<file path="config.mk">
export PLATFORM = sky130hd
export DESIGN_NAME = pdp_top
export DESIGN_NICKNAME = d
export VERILOG_FILES = /design/src/inc/pdp_pkg.sv /design/src/inc/pdp_post_if.sv /design/src/design/pdp_dma_buf.sv /design/src/design/pdp_local_wr.sv /design/src/design/pdp_top.sv
export SDC_FILE = /design/constraint.sdc
export NUM_CORES = 1
export LEC_CHECK = 0
export CAP_MARGIN = 30
export CORE_MARGIN = 1
export CORE_UTILIZATION = 40
export DETAILED_ROUTE_END_ITERATION = 8
export DONT_BUFFER_PORTS = 1
export PLACE_DENSITY_LB_ADDON = 0.12
export SLEW_MARGIN = 0
export SYNTH_ARGS = -nofsm -noshare
export SYNTH_HDL_FRONTEND = slang
export SYNTH_HIERARCHICAL = 1
export SYNTH_SLANG_ARGS = --single-unit
export TNS_END_PERCENT = 30
</file>
<file path="constraint.sdc">
create_clock -name sys_clk -period 10.8 [get_ports sys_clk]
set_clock_uncertainty 0.05 [all_clocks]
set_input_delay 0 -clock sys_clk [delete_from_list [all_inputs] [get_ports sys_clk]]
set_output_delay 0 -clock sys_clk [all_outputs]
set_load 0.01 [all_outputs]
</file>
<file path="src/inc/pdp_pkg.sv">
// Shared constants and state types of the PCI port
package pdp_pkg;
  // ---------------------------------------------------------------
  // PCI bus commands
  // ---------------------------------------------------------------
  localparam logic [3:0] CMD_MEM_RD = 4'h6; // Memory read
  localparam logic [3:0] CMD_MEM_WR = 4'h7; // Memory write
  localparam logic [3:0] CMD_CFG_RD = 4'ha; // Configuration read
  localparam logic [3:0] CMD_CFG_WR = 4'hb; // Configuration write
  localparam logic [3:0] BEN_ALL = 4'h0; // All byte lanes enabled
  // ---------------------------------------------------------------
  // Sizes and master phase counts (0 = address phase clock)
  // ---------------------------------------------------------------
  localparam int BUF_WORDS = 16; // Write buffer depth in DWORDs
  localparam int REGION_BITS = 20; // Decoded target window size
  localparam logic [2:0] PH_LAST_WAIT = 3'h2; // Clock four
  localparam logic [2:0] PH_ABORT = 3'h7; // No DEVSEL# by then: abort
  localparam logic [2:0] PH_MAX = 3'h7; // Phase counter saturation
  // ---------------------------------------------------------------
  // State types
  // ---------------------------------------------------------------
  typedef enum logic [1:0] {
    T_IDLE = 2'b00, T_CLAIM = 2'b01, T_DATA = 2'b11, T_TURN = 2'b10
  } pdp_tgt_state_type;
  typedef enum logic [2:0] {
    M_IDLE = 3'b000, M_FILL = 3'b001, M_REQ = 3'b011, M_ADDR = 3'b010,
    M_WAIT = 3'b110, M_DATA = 3'b111, M_TURN = 3'b101
  } pdp_mst_state_type;
  typedef enum logic [1:0] {
    L_IDLE = 2'b00, L_SEL = 2'b01, L_STROBE = 2'b11, L_REL = 2'b10
  } pdp_loc_state_type;
endpackage : pdp_pkg

</file>
<file path="src/inc/pdp_post_if.sv">
// Posted write hand-over between PCI target and local write sequencer
`timescale 1ns/10ps
`default_nettype none
interface pdp_post_if;
  logic valid; // Holding registers hold an undelivered write
  logic [31:0] addr; // Held address
  logic [31:0] data; // Held data
  logic [3:0] ben; // Held byte enables, active low
  logic done; // Local side accepted the write
  modport src (output valid, output addr, output data, output ben, input done);
  modport snk (input valid, input addr, input data, input ben, output done);
endinterface : pdp_post_if
`default_nettype wire
</file>
<file path="src/design/pdp_dma_buf.sv">
// DMA write buffer filled from the local side before a master write
`timescale 1ns/10ps
`default_nettype none
module pdp_dma_buf #(
  parameter int DEPTH = pdp_pkg::BUF_WORDS
) (
  input wire logic sys_clk,
  input wire logic rst,
  input wire logic fill_start,
  input wire logic [4:0] fill_words,
  input wire logic [31:0] wr_data,
  input wire logic wr_valid,
  output logic wr_ready,
  output logic full,
  input wire logic [3:0] rd_idx,
  output logic [31:0] rd_data
);
  import pdp_pkg::*;

  if (DEPTH < 2 || DEPTH > 16) begin : g_depth_chk
    $error("DEPTH must be 2 to 16");
  end

  logic [31:0] mem_q [DEPTH]; // Buffer words
  logic [4:0] cnt_q; // Words stored so far
  logic [4:0] goal_q; // Words wanted for this transfer
  logic filling_q; // Set by fill start, held until reset

  // ---------------------------------------------------------------
  // Fill control
  // ---------------------------------------------------------------
  always_ff @(posedge sys_clk) begin
    if (rst) begin
      cnt_q <= 5'h0;
      goal_q <= 5'h0;
      filling_q <= 1'b0;
    end else if (fill_start) begin
      cnt_q <= 5'h0;
      goal_q <= fill_words;
      filling_q <= 1'b1;
    end else if (wr_valid && wr_ready) begin
      cnt_q <= cnt_q + 5'h1;
    end
  end

  // Storage, written in arrival order
  always_ff @(posedge sys_clk) begin
    if (wr_valid && wr_ready) begin
      mem_q[cnt_q[3:0]] <= wr_data;
    end
  end

  assign wr_ready = filling_q && (cnt_q < goal_q);
  assign full = filling_q && (cnt_q == goal_q);
  assign rd_data = mem_q[rd_idx];
endmodule : pdp_dma_buf
`default_nettype wire

</file>
<file path="src/design/pdp_local_wr.sv">
// Local-side write cycle sequencer for posted target writes
`timescale 1ns/10ps
`default_nettype none
module pdp_local_wr (
  input wire logic sys_clk,
  input wire logic rst,
  pdp_post_if.snk post,
  input wire logic local_wait_n,
  output logic local_select_n,
  output logic local_write_strobe_n,
  output logic local_read_strobe_n,
  output logic [31:0] local_write_data,
  output logic [3:0] local_byte_enables
);
  import pdp_pkg::*;

  pdp_loc_state_type state_q; // Sequencer state

  // ---------------------------------------------------------------
  // Select, strobe and wait sequencing
  // ---------------------------------------------------------------
  always_ff @(posedge sys_clk) begin
    if (rst) begin
      state_q <= L_IDLE;
    end else begin
      case (state_q)
        L_IDLE: if (post.valid) state_q <= L_SEL;
        L_SEL: state_q <= L_STROBE;
        L_STROBE: if (local_wait_n) state_q <= L_REL;
        default: state_q <= L_IDLE;
      endcase
    end
  end

  // Data and byte enables latched when the strobe goes out
  always_ff @(posedge sys_clk) begin
    if (rst) begin
      local_write_data <= 32'h0;
      local_byte_enables <= 4'hf;
    end else if (state_q == L_SEL) begin
      local_write_data <= post.data;
      local_byte_enables <= post.ben;
    end
  end

  // Select and write strobe decoded from state flops; read strobe tied high
  assign local_select_n = (state_q == L_IDLE);
  assign local_write_strobe_n = (state_q != L_STROBE);
  assign local_read_strobe_n = 1'b1;
  assign post.done = (state_q == L_REL);

  // ---------------------------------------------------------------
  // Checks
  // ---------------------------------------------------------------
  strobe_after_select_a: assert property (@(posedge sys_clk) disable iff (rst)
    $fell(local_select_n) |-> local_write_strobe_n ##1 !local_write_strobe_n)
    else $error("write strobe not one clock after select");
  wait_hold_a: assert property (@(posedge sys_clk) disable iff (rst)
    !local_write_strobe_n && !local_wait_n |=> !local_write_strobe_n && !local_select_n
      && $stable(local_write_data))
    else $error("write cycle not held during wait");
  deselect_after_a: assert property (@(posedge sys_clk) disable iff (rst)
    $rose(local_write_strobe_n) |-> !local_select_n ##1 local_select_n)
    else $error("select not released one clock after strobe");
  no_read_strobe_a: assert property (@(posedge sys_clk) disable iff (rst)
    !local_select_n |-> local_read_strobe_n)
    else $error("read strobe active in write cycle");
  ben_copy_a: assert property (@(posedge sys_clk) disable iff (rst)
    !local_write_strobe_n |-> local_byte_enables == post.ben)
    else $error("byte enables differ from captured ones");
  wait_stretch_c: cover property (@(posedge sys_clk) disable iff (rst)
    !local_write_strobe_n && !local_wait_n ##1 !local_wait_n ##1 local_wait_n);
endmodule : pdp_local_wr
`default_nettype wire

</file>
<file path="src/design/pdp_top.sv">
// PCI target posting, configuration claim and DMA bus-master port
`timescale 1ns/10ps
`default_nettype none
module pdp_top #(
  parameter logic [31:pdp_pkg::REGION_BITS] BASE_ADDR = '0,
  parameter int BUF_DEPTH = pdp_pkg::BUF_WORDS
) (
  input wire logic sys_clk,
  input wire logic rst,
  input wire logic [31:0] ad_in,
  output logic [31:0] ad_out,
  output logic ad_oe,
  input wire logic [3:0] cbe_n_in,
  output logic [3:0] cbe_n_out,
  output logic cbe_oe,
  input wire logic par_in,
  output logic par_out,
  output logic par_oe,
  input wire logic frame_n_in,
  output logic frame_n_out,
  output logic frame_oe,
  input wire logic irdy_n_in,
  output logic irdy_n_out,
  output logic irdy_oe,
  input wire logic trdy_n_in,
  output logic trdy_n_out,
  output logic trdy_oe,
  input wire logic stop_n_in,
  output logic stop_n_out,
  output logic stop_oe,
  input wire logic devsel_n_in,
  output logic devsel_n_out,
  output logic devsel_oe,
  input wire logic idsel,
  output logic req_n,
  input wire logic gnt_n,
  output logic local_select_n,
  output logic local_write_strobe_n,
  output logic local_read_strobe_n,
  output logic [31:0] local_write_data,
  output logic [3:0] local_byte_enables,
  input wire logic local_wait_n,
  input wire logic dma_armed,
  input wire logic dma_write,
  input wire logic [31:0] dma_address,
  input wire logic [4:0] dma_words,
  input wire logic local_dma_request,
  input wire logic [31:0] local_dma_wr_data,
  input wire logic local_dma_wr_valid,
  output logic local_dma_wr_ready,
  output logic [31:0] local_dma_rd_data,
  output logic local_dma_rd_valid,
  output logic dma_done,
  output logic dma_abort
);
  import pdp_pkg::*;

  if (BUF_DEPTH < 2 || BUF_DEPTH > BUF_WORDS) begin : g_cfg_chk
    $error("BUF_DEPTH out of range");
  end

  // ---------------------------------------------------------------
  // Declarations
  // ---------------------------------------------------------------
  pdp_post_if post (); // Holding register link to local sequencer
  pdp_tgt_state_type t_q; // Target state
  pdp_mst_state_type m_q; // Master state
  logic frame_prev_q; // FRAME# one clock ago, for address phase edge
  logic retry_q; // Claimed access is being retried
  logic post_hit_q; // Claimed access is a posted external write
  logic cfg_rd_q; // Claimed access is a configuration read
  logic addr_phase; // Address phase of another master
  logic ext_hit; // Memory write into the external region
  logic cfg_hit; // Configuration access to this device
  logic [31:0] m_ad_q; // Master AD drive value
  logic m_ad_oe_q; // Master drives AD
  logic [2:0] ph_q; // Clocks since the master address phase
  logic [4:0] left_q; // Data phases still to run
  logic [3:0] idx_q; // Buffer word on AD
  logic [3:0] idx_nxt; // Buffer word to load next
  logic dir_wr_q; // Current DMA is a PCI write
  logic xfer; // Master data phase completes
  logic buf_full; // Write buffer holds the wanted words
  logic [31:0] buf_word; // Buffer word at idx_nxt

  // ---------------------------------------------------------------
  // Target decode
  // ---------------------------------------------------------------
  assign addr_phase = (t_q == T_IDLE) && frame_prev_q && !frame_n_in && !frame_oe;
  assign ext_hit = (cbe_n_in == CMD_MEM_WR) && ad_in[REGION_BITS-1]
                   && (ad_in[31:REGION_BITS] == BASE_ADDR);
  assign cfg_hit = idsel && ((cbe_n_in == CMD_CFG_RD) || (cbe_n_in == CMD_CFG_WR));

  // Edge history of FRAME#
  always_ff @(posedge sys_clk) begin
    if (rst) begin
      frame_prev_q <= 1'b1;
    end else begin
      frame_prev_q <= frame_n_in;
    end
  end

  // Target state: claim, single data phase with disconnect, turnaround
  always_ff @(posedge sys_clk) begin
    if (rst) begin
      t_q <= T_IDLE;
      retry_q <= 1'b0;
      post_hit_q <= 1'b0;
      cfg_rd_q <= 1'b0;
    end else begin
      case (t_q)
        T_IDLE: begin
          if (addr_phase && (ext_hit || cfg_hit)) begin
            t_q <= T_CLAIM;
            retry_q <= post.valid;
            post_hit_q <= ext_hit;
            cfg_rd_q <= cfg_hit && (cbe_n_in == CMD_CFG_RD);
          end
        end
        T_CLAIM: t_q <= T_DATA;
        T_DATA: if (!irdy_n_in) t_q <= T_TURN;
        default: t_q <= T_IDLE;
      endcase
    end
  end

  // Target control pins, driven high one clock before release
  assign devsel_oe = (t_q != T_IDLE);
  assign trdy_oe = devsel_oe;
  assign stop_oe = devsel_oe;
  assign devsel_n_out = !((t_q == T_CLAIM) || (t_q == T_DATA));
  assign trdy_n_out = !((t_q == T_DATA) && !retry_q);
  assign stop_n_out = (t_q != T_DATA);

  // ---------------------------------------------------------------
  // Holding registers for posted writes
  // ---------------------------------------------------------------
  always_ff @(posedge sys_clk) begin
    if (rst) begin
      post.valid <= 1'b0;
      post.addr <= 32'h0;
      post.data <= 32'h0;
      post.ben <= 4'hf;
    end else if (addr_phase && ext_hit && !post.valid) begin
      post.addr <= ad_in;
    end else if ((t_q == T_DATA) && !irdy_n_in && post_hit_q && !retry_q) begin
      post.valid <= 1'b1;
      post.data <= ad_in;
      post.ben <= cbe_n_in;
    end else if (post.done) begin
      post.valid <= 1'b0;
    end
  end

  pdp_local_wr u_local_wr (
    .sys_clk(sys_clk),
    .rst(rst),
    .post(post),
    .local_wait_n(local_wait_n),
    .local_select_n(local_select_n),
    .local_write_strobe_n(local_write_strobe_n),
    .local_read_strobe_n(local_read_strobe_n),
    .local_write_data(local_write_data),
    .local_byte_enables(local_byte_enables)
  );

  // ---------------------------------------------------------------
  // DMA write buffer
  // ---------------------------------------------------------------
  assign idx_nxt = (m_q == M_DATA) ? idx_q + 4'h1 : 4'h0;

  pdp_dma_buf #(.DEPTH(BUF_DEPTH)) u_buf (
    .sys_clk(sys_clk),
    .rst(rst),
    .fill_start((m_q == M_IDLE) && dma_armed && local_dma_request && dma_write),
    .fill_words(dma_words),
    .wr_data(local_dma_wr_data),
    .wr_valid(local_dma_wr_valid),
    .wr_ready(local_dma_wr_ready),
    .full(buf_full),
    .rd_idx(idx_nxt),
    .rd_data(buf_word)
  );

  // ---------------------------------------------------------------
  // Bus master sequencer
  // ---------------------------------------------------------------
  assign xfer = (m_q == M_DATA) && !trdy_n_in;

  always_ff @(posedge sys_clk) begin
    if (rst) begin
      m_q <= M_IDLE;
      req_n <= 1'b1;
      frame_n_out <= 1'b1;
      frame_oe <= 1'b0;
      irdy_n_out <= 1'b1;
      irdy_oe <= 1'b0;
      cbe_n_out <= 4'hf;
      cbe_oe <= 1'b0;
      m_ad_q <= 32'h0;
      m_ad_oe_q <= 1'b0;
      ph_q <= 3'h0;
      left_q <= 5'h0;
      idx_q <= 4'h0;
      dir_wr_q <= 1'b0;
      dma_done <= 1'b0;
      dma_abort <= 1'b0;
    end else begin
      dma_done <= 1'b0;
      dma_abort <= 1'b0;
      ph_q <= (ph_q == PH_MAX) ? ph_q : ph_q + 3'h1;
      case (m_q)
        M_IDLE: begin
          if (dma_armed && local_dma_request && dma_words != 5'h0) begin
            dir_wr_q <= dma_write;
            left_q <= dma_words;
            if (dma_write) begin
              m_q <= M_FILL;
            end else begin
              m_q <= M_REQ;
              req_n <= 1'b0;
            end
          end
        end
        M_FILL: begin
          if (buf_full) begin
            m_q <= M_REQ;
            req_n <= 1'b0;
          end
        end
        M_REQ: begin
          if (!gnt_n && frame_n_in && irdy_n_in && (t_q == T_IDLE)) begin
            m_q <= M_ADDR;
            req_n <= 1'b1;
            frame_n_out <= 1'b0;
            frame_oe <= 1'b1;
            m_ad_q <= dma_address;
            m_ad_oe_q <= 1'b1;
            cbe_n_out <= dir_wr_q ? CMD_MEM_WR : CMD_MEM_RD;
            cbe_oe <= 1'b1;
            ph_q <= 3'h0;
          end
        end
        M_ADDR: begin
          m_q <= M_WAIT;
          m_ad_oe_q <= 1'b0;
          m_ad_q <= 32'h0;
          cbe_n_out <= BEN_ALL;
        end
        M_WAIT: begin
          if (ph_q == PH_LAST_WAIT) begin
            m_q <= M_DATA;
            irdy_n_out <= 1'b0;
            irdy_oe <= 1'b1;
            frame_n_out <= (left_q == 5'h1);
            idx_q <= 4'h0;
            m_ad_q <= dir_wr_q ? buf_word : 32'h0;
            m_ad_oe_q <= dir_wr_q;
          end
        end
        M_DATA: begin
          if (xfer) begin
            left_q <= left_q - 5'h1;
            idx_q <= idx_nxt;
            m_ad_q <= dir_wr_q ? buf_word : 32'h0;
          end
          if ((xfer && left_q == 5'h1) || !stop_n_in
              || (devsel_n_in && ph_q == PH_ABORT)) begin
            m_q <= M_TURN;
            irdy_n_out <= 1'b1;
            frame_n_out <= 1'b1;
            frame_oe <= 1'b0;
            cbe_oe <= 1'b0;
            m_ad_oe_q <= 1'b0;
            dma_abort <= devsel_n_in && ph_q == PH_ABORT;
          end else if (xfer && left_q == 5'h2) begin
            frame_n_out <= 1'b1;
          end
        end
        default: begin
          m_q <= M_IDLE;
          irdy_oe <= 1'b0;
          cbe_n_out <= 4'hf;
          dma_done <= 1'b1;
        end
      endcase
    end
  end

  // Read data handed to the local side per data phase
  always_ff @(posedge sys_clk) begin
    if (rst) begin
      local_dma_rd_data <= 32'h0;
      local_dma_rd_valid <= 1'b0;
    end else begin
      local_dma_rd_valid <= xfer && !dir_wr_q;
      if (xfer && !dir_wr_q) local_dma_rd_data <= ad_in;
    end
  end

  // ---------------------------------------------------------------
  // Shared AD and parity drive
  // ---------------------------------------------------------------
  assign ad_out = m_ad_q;
  assign ad_oe = m_ad_oe_q || ((t_q == T_DATA) && cfg_rd_q && !retry_q);

  // Parity follows the AD and C/BE# values one clock later
  always_ff @(posedge sys_clk) begin
    if (rst) begin
      par_out <= 1'b0;
      par_oe <= 1'b0;
    end else begin
      par_out <= ^{ad_out, cbe_n_out};
      par_oe <= ad_oe;
    end
  end

  // ---------------------------------------------------------------
  // Checks
  // ---------------------------------------------------------------
  post_capture_a: assert property (@(posedge sys_clk) disable iff (rst)
    (t_q == T_DATA) && !irdy_n_in && post_hit_q && !retry_q
      |=> post.valid && post.data == $past(ad_in) && local_select_n)
    else $error("posted write not held before local cycle");
  retry_busy_a: assert property (@(posedge sys_clk) disable iff (rst)
    addr_phase && ext_hit && post.valid |=> ##1 !stop_n_out && trdy_n_out)
    else $error("access not retried while write pending");
  cfg_claim_a: assert property (@(posedge sys_clk) disable iff (rst)
    addr_phase && cfg_hit |=> !devsel_n_out && devsel_oe)
    else $error("configuration access not claimed");
  req_read_a: assert property (@(posedge sys_clk) disable iff (rst)
    (m_q == M_IDLE) && dma_armed && local_dma_request && !dma_write && dma_words != 5'h0
      |=> !req_n)
    else $error("DMA read did not request bus");
  req_after_fill_a: assert property (@(posedge sys_clk) disable iff (rst)
    $fell(req_n) && dir_wr_q |-> $past(buf_full))
    else $error("bus requested before buffer filled");
  no_early_irdy_a: assert property (@(posedge sys_clk) disable iff (rst)
    m_q == M_ADDR |=> (irdy_n_out && !frame_n_out && !m_ad_oe_q) [*2] ##1 !irdy_n_out)
    else $error("data phase not at clock five");
  addr_par_a: assert property (@(posedge sys_clk) disable iff (rst)
    m_q == M_ADDR |=> par_oe && par_out == ^{$past(ad_out), $past(cbe_n_out)})
    else $error("address parity wrong in clock three");
  read_release_a: assert property (@(posedge sys_clk) disable iff (rst)
    m_q == M_ADDR && !dir_wr_q |=> !ad_oe ##1 !par_oe)
    else $error("AD or PAR not released in time");
  last_frame_a: assert property (@(posedge sys_clk) disable iff (rst)
    m_q == M_DATA && left_q == 5'h1 |-> frame_n_out && !irdy_n_out)
    else $error("FRAME# asserted in last data phase");
  post_write_c: cover property (@(posedge sys_clk) disable iff (rst)
    post.valid ##[1:20] post.done);
  dma_read_c: cover property (@(posedge sys_clk) disable iff (rst)
    !dir_wr_q && m_q == M_DATA ##1 m_q == M_DATA ##[1:20] dma_done);
  dma_write_c: cover property (@(posedge sys_clk) disable iff (rst)
    m_q == M_FILL ##[1:60] dma_done);
endmodule : pdp_top
`default_nettype wire

</file>
==> results.json <==
{
  "cp-endpoint": "ad_out[28]",
  "hold_class": "input port to flip-flop",
  "wl_per_cell_um": 24.63,
  "fin_crit_ns": 4.576,
  "num-nets-final": 2042,
  "endpoint_kind": "flip-flop",
  "grt_pass1_wl_um": 104900,
  "stdcell_count": 2898,
  "maxCapViolations": 0,
  "first_global_vias": 16160,
  "tns_ns": 0,
  "maxSlewViolCount": 0,
  "totalPowerFinal_mw": 5.872,
  "num_rows": 96,
  "final_util_pct": 47.72,
  "synth_area_per_cell_sq_um": 15.75,
  "ff2ff_setup_slack_ns": 6.22,
  "num_io_pins": 246,
  "min_period_over_period_pct": 42.37,
  "worstSetupStartpointType": "flip-flop",
  "crit_start": "m_q[2]",
  "cts_setup_buffers": 0,
  "grt_max_degree": 210,
  "cts-root-buf": "clkbuf_16",
  "critical_path.max_stage_delay_ns": 0.73,
  "cts_tree": "done",
  "drtIter0Drc": 1215,
  "fp.dieW_um": 265.7,
  "drt_pass1_iterations": 5,
  "status": "finished, final reports clean",
  "drc": 0,
  "cts.htree.levels": 3,
  "relSlewSlack_pct": 26.34,
  "postCtsHoldBufs": 140,
  "rr_worst_depth": 10,
  "worstSetupPathType": "flip-flop to flip-flop",
  "wl_um": 71380,
  "placed_cells": 2615,
  "rsz0062_at_grt": "no",
  "clk_pin_slew_ns": 0.06,
  "path_cells": "nand3_1 > nor2_4 > buf_4 > buf_16 > buf_4 > mux4_2 > a22oi_1 > nand2_1 > a22oi_1 > a211oi_2",
  "hold_viol_final": 0,
  "placed_area_sq_um": 28780,
  "clock_sink_count": 698,
  "path_max_fanout": 41,
  "via_count": 15880,
  "worstMarginPinSlew_ns": 1.105,
  "yosys_warnings": 6,
  "peakVddDrop_mv": 0.1212,
  "power_density_nw_per_um2": 179.1,
  "grt_usage_pct": 20.21,
  "port_buffers": 0,
  "fin_area_sq_um": 32790,
  "post_cts_resized": 0,
  "netlist_instances": 1767,
  "clockBufferDepth": 3,
  "cp_data_arrival_time_ns": 4.97,
  "syn-num-nets": 1905,
  "critPathTopFamily": "buffers and inverters",
  "start_util_pct": 40.50,
  "vias_per_cell": 5.479,
  "core_area_sq_um": 68710,
  "r2r-start": "m_q[2]",
  "dieArea_sq_um": 70620,
  "finalSetupViolCount": 0,
  "worstPathRequired_ns": 11.20,
  "netlist_area_sq_um": 27820,
  "cts_buffers": 77,
  "max_freq_mhz": 218.6,
  "hpwl_um": 38430,
  "p_leak_nw": 10.36,
  "crit_path_top_delay_cell": "buf_4",
  "antenna_left": 0,
  "final_layout_size_suffix_gt1_share_pct": 19.54,
  "place_congestion": 0.8014,
  "cp.buffers_inverters": 3,
  "dieHeight_um": 265.7,
  "antenna_found_initial": 7,
  "path_depth": 10,
  "clk_latency_ns": 0.62,
  "grt_overflow": 0,
  "worst_r2r_endpoint": "ad_out[28]",
  "area_growth_pct": 17.84
}
[worst min path at each step]
stage                               from                    end  slack (ns)  cells after the start
global placement                     rst   local_dma_rd_data[1]        0.03                      1
finish                         ad_in[17]  local_dma_rd_data[17]        0.06                      3
global route                    ad_in[0]           post.data[0]        0.04                      3
floorplan           local_dma_wr_data[0]      u_buf/mem_q[0][0]        0.05                      0
detailed placement                   rst  local_dma_rd_data[20]        0.03                      1
CTS                          cbe_n_in[1]            post.ben[1]       0.007                      3
[per-stage QoR]
step | setup WS [ns] | hold slack, ns
floorplan | 6.877 | 0.04887
global placement | 5.863 | 0.03388
detailed placement | 6.171 | 0.03498
CTS | 6.154 | 0.006932
global route | 5.741 | 0.04065
finish | 6.225 | 0.06154
[metal layers]
layer  routed length, um  track usage (%)
met4                1335            4.908
met5                  58                0
met2               34720            33.20
met1               31500            27.72
met3                3770            3.854
[state kept, by name, summed over array words and instances (netlist names), 2 cells and up]
name / count
u_buf/mem_q: 512
ad_out: 32
local_dma_rd_data: 32
post.data: 32
u_local_wr/local_write_data: 32
left_q: 5
u_buf/cnt_q: 5
u_buf/goal_q: 5
idx_q: 4
post.ben: 4
u_local_wr/local_byte_enables: 4
cbe_n_out: 3
m_q: 3
ph_q: 3
t_q: 2
u_local_wr/state_q: 2
[power breakdown]
group | total, mW | switching, mW | internal (mW) | leakage [nW]
sequential | 2.93 | 0.0366 | 2.90 | 6.10
clock | 2.65 | 1.07 | 1.58 | 1.25
combinational | 0.292 | 0.166 | 0.126 | 3.01
[area by class of cell]
cell class | count | area, sq um
fill | 5983 | 35920
multi-input combinational | 931 | 8138
sequential | 698 | 19100
antenna | 2 | 5.005
tap | 931 | 1165
clock inverter | 35 | 445.4
timing repair buffer | 177 | 1742
inverter | 19 | 71.32
clock buffer | 105 | 2123
[worst reg2reg max path: cells and delay by family (launching register included)]
kind,cells,cell delay (ns)
buf+inv,3,1.49
simple gates,3,0.98
compound gates,3,0.64
flops,1,0.63
mux,1,0.61
[cell usage in the layout (no fill, tap or decap), types with 4 or more instances in the layout]
cell,instances
a211oi_1,9
a211oi_2,29
a21oi_1,80
a22oi_1,96
and2_1,4
and3_1,4
and3_2,12
buf_4,34
bufinv_16,8
clkbuf_1,20
clkbuf_16,78
clkbuf_8,7
clkinv_1,5
clkinv_2,11
dfxtp_1,186
dlygate4sd3_1,139
edfxtp_1,512
ha_1,18
inv_1,19
mux2i_1,18
mux4_2,128
nand2_1,196
nand2b_1,36
nand3_1,16
nand3b_1,5
nand4bb_1,30
nor2_1,54
nor2_2,28
nor2b_1,7
nor3_1,6
o21ai_0,19
o21ai_1,22
o21ai_2,10
or3_1,6
xnor2_1,27
xor2_1,4
No activity file was read; power rests on OpenSTA's default activity.
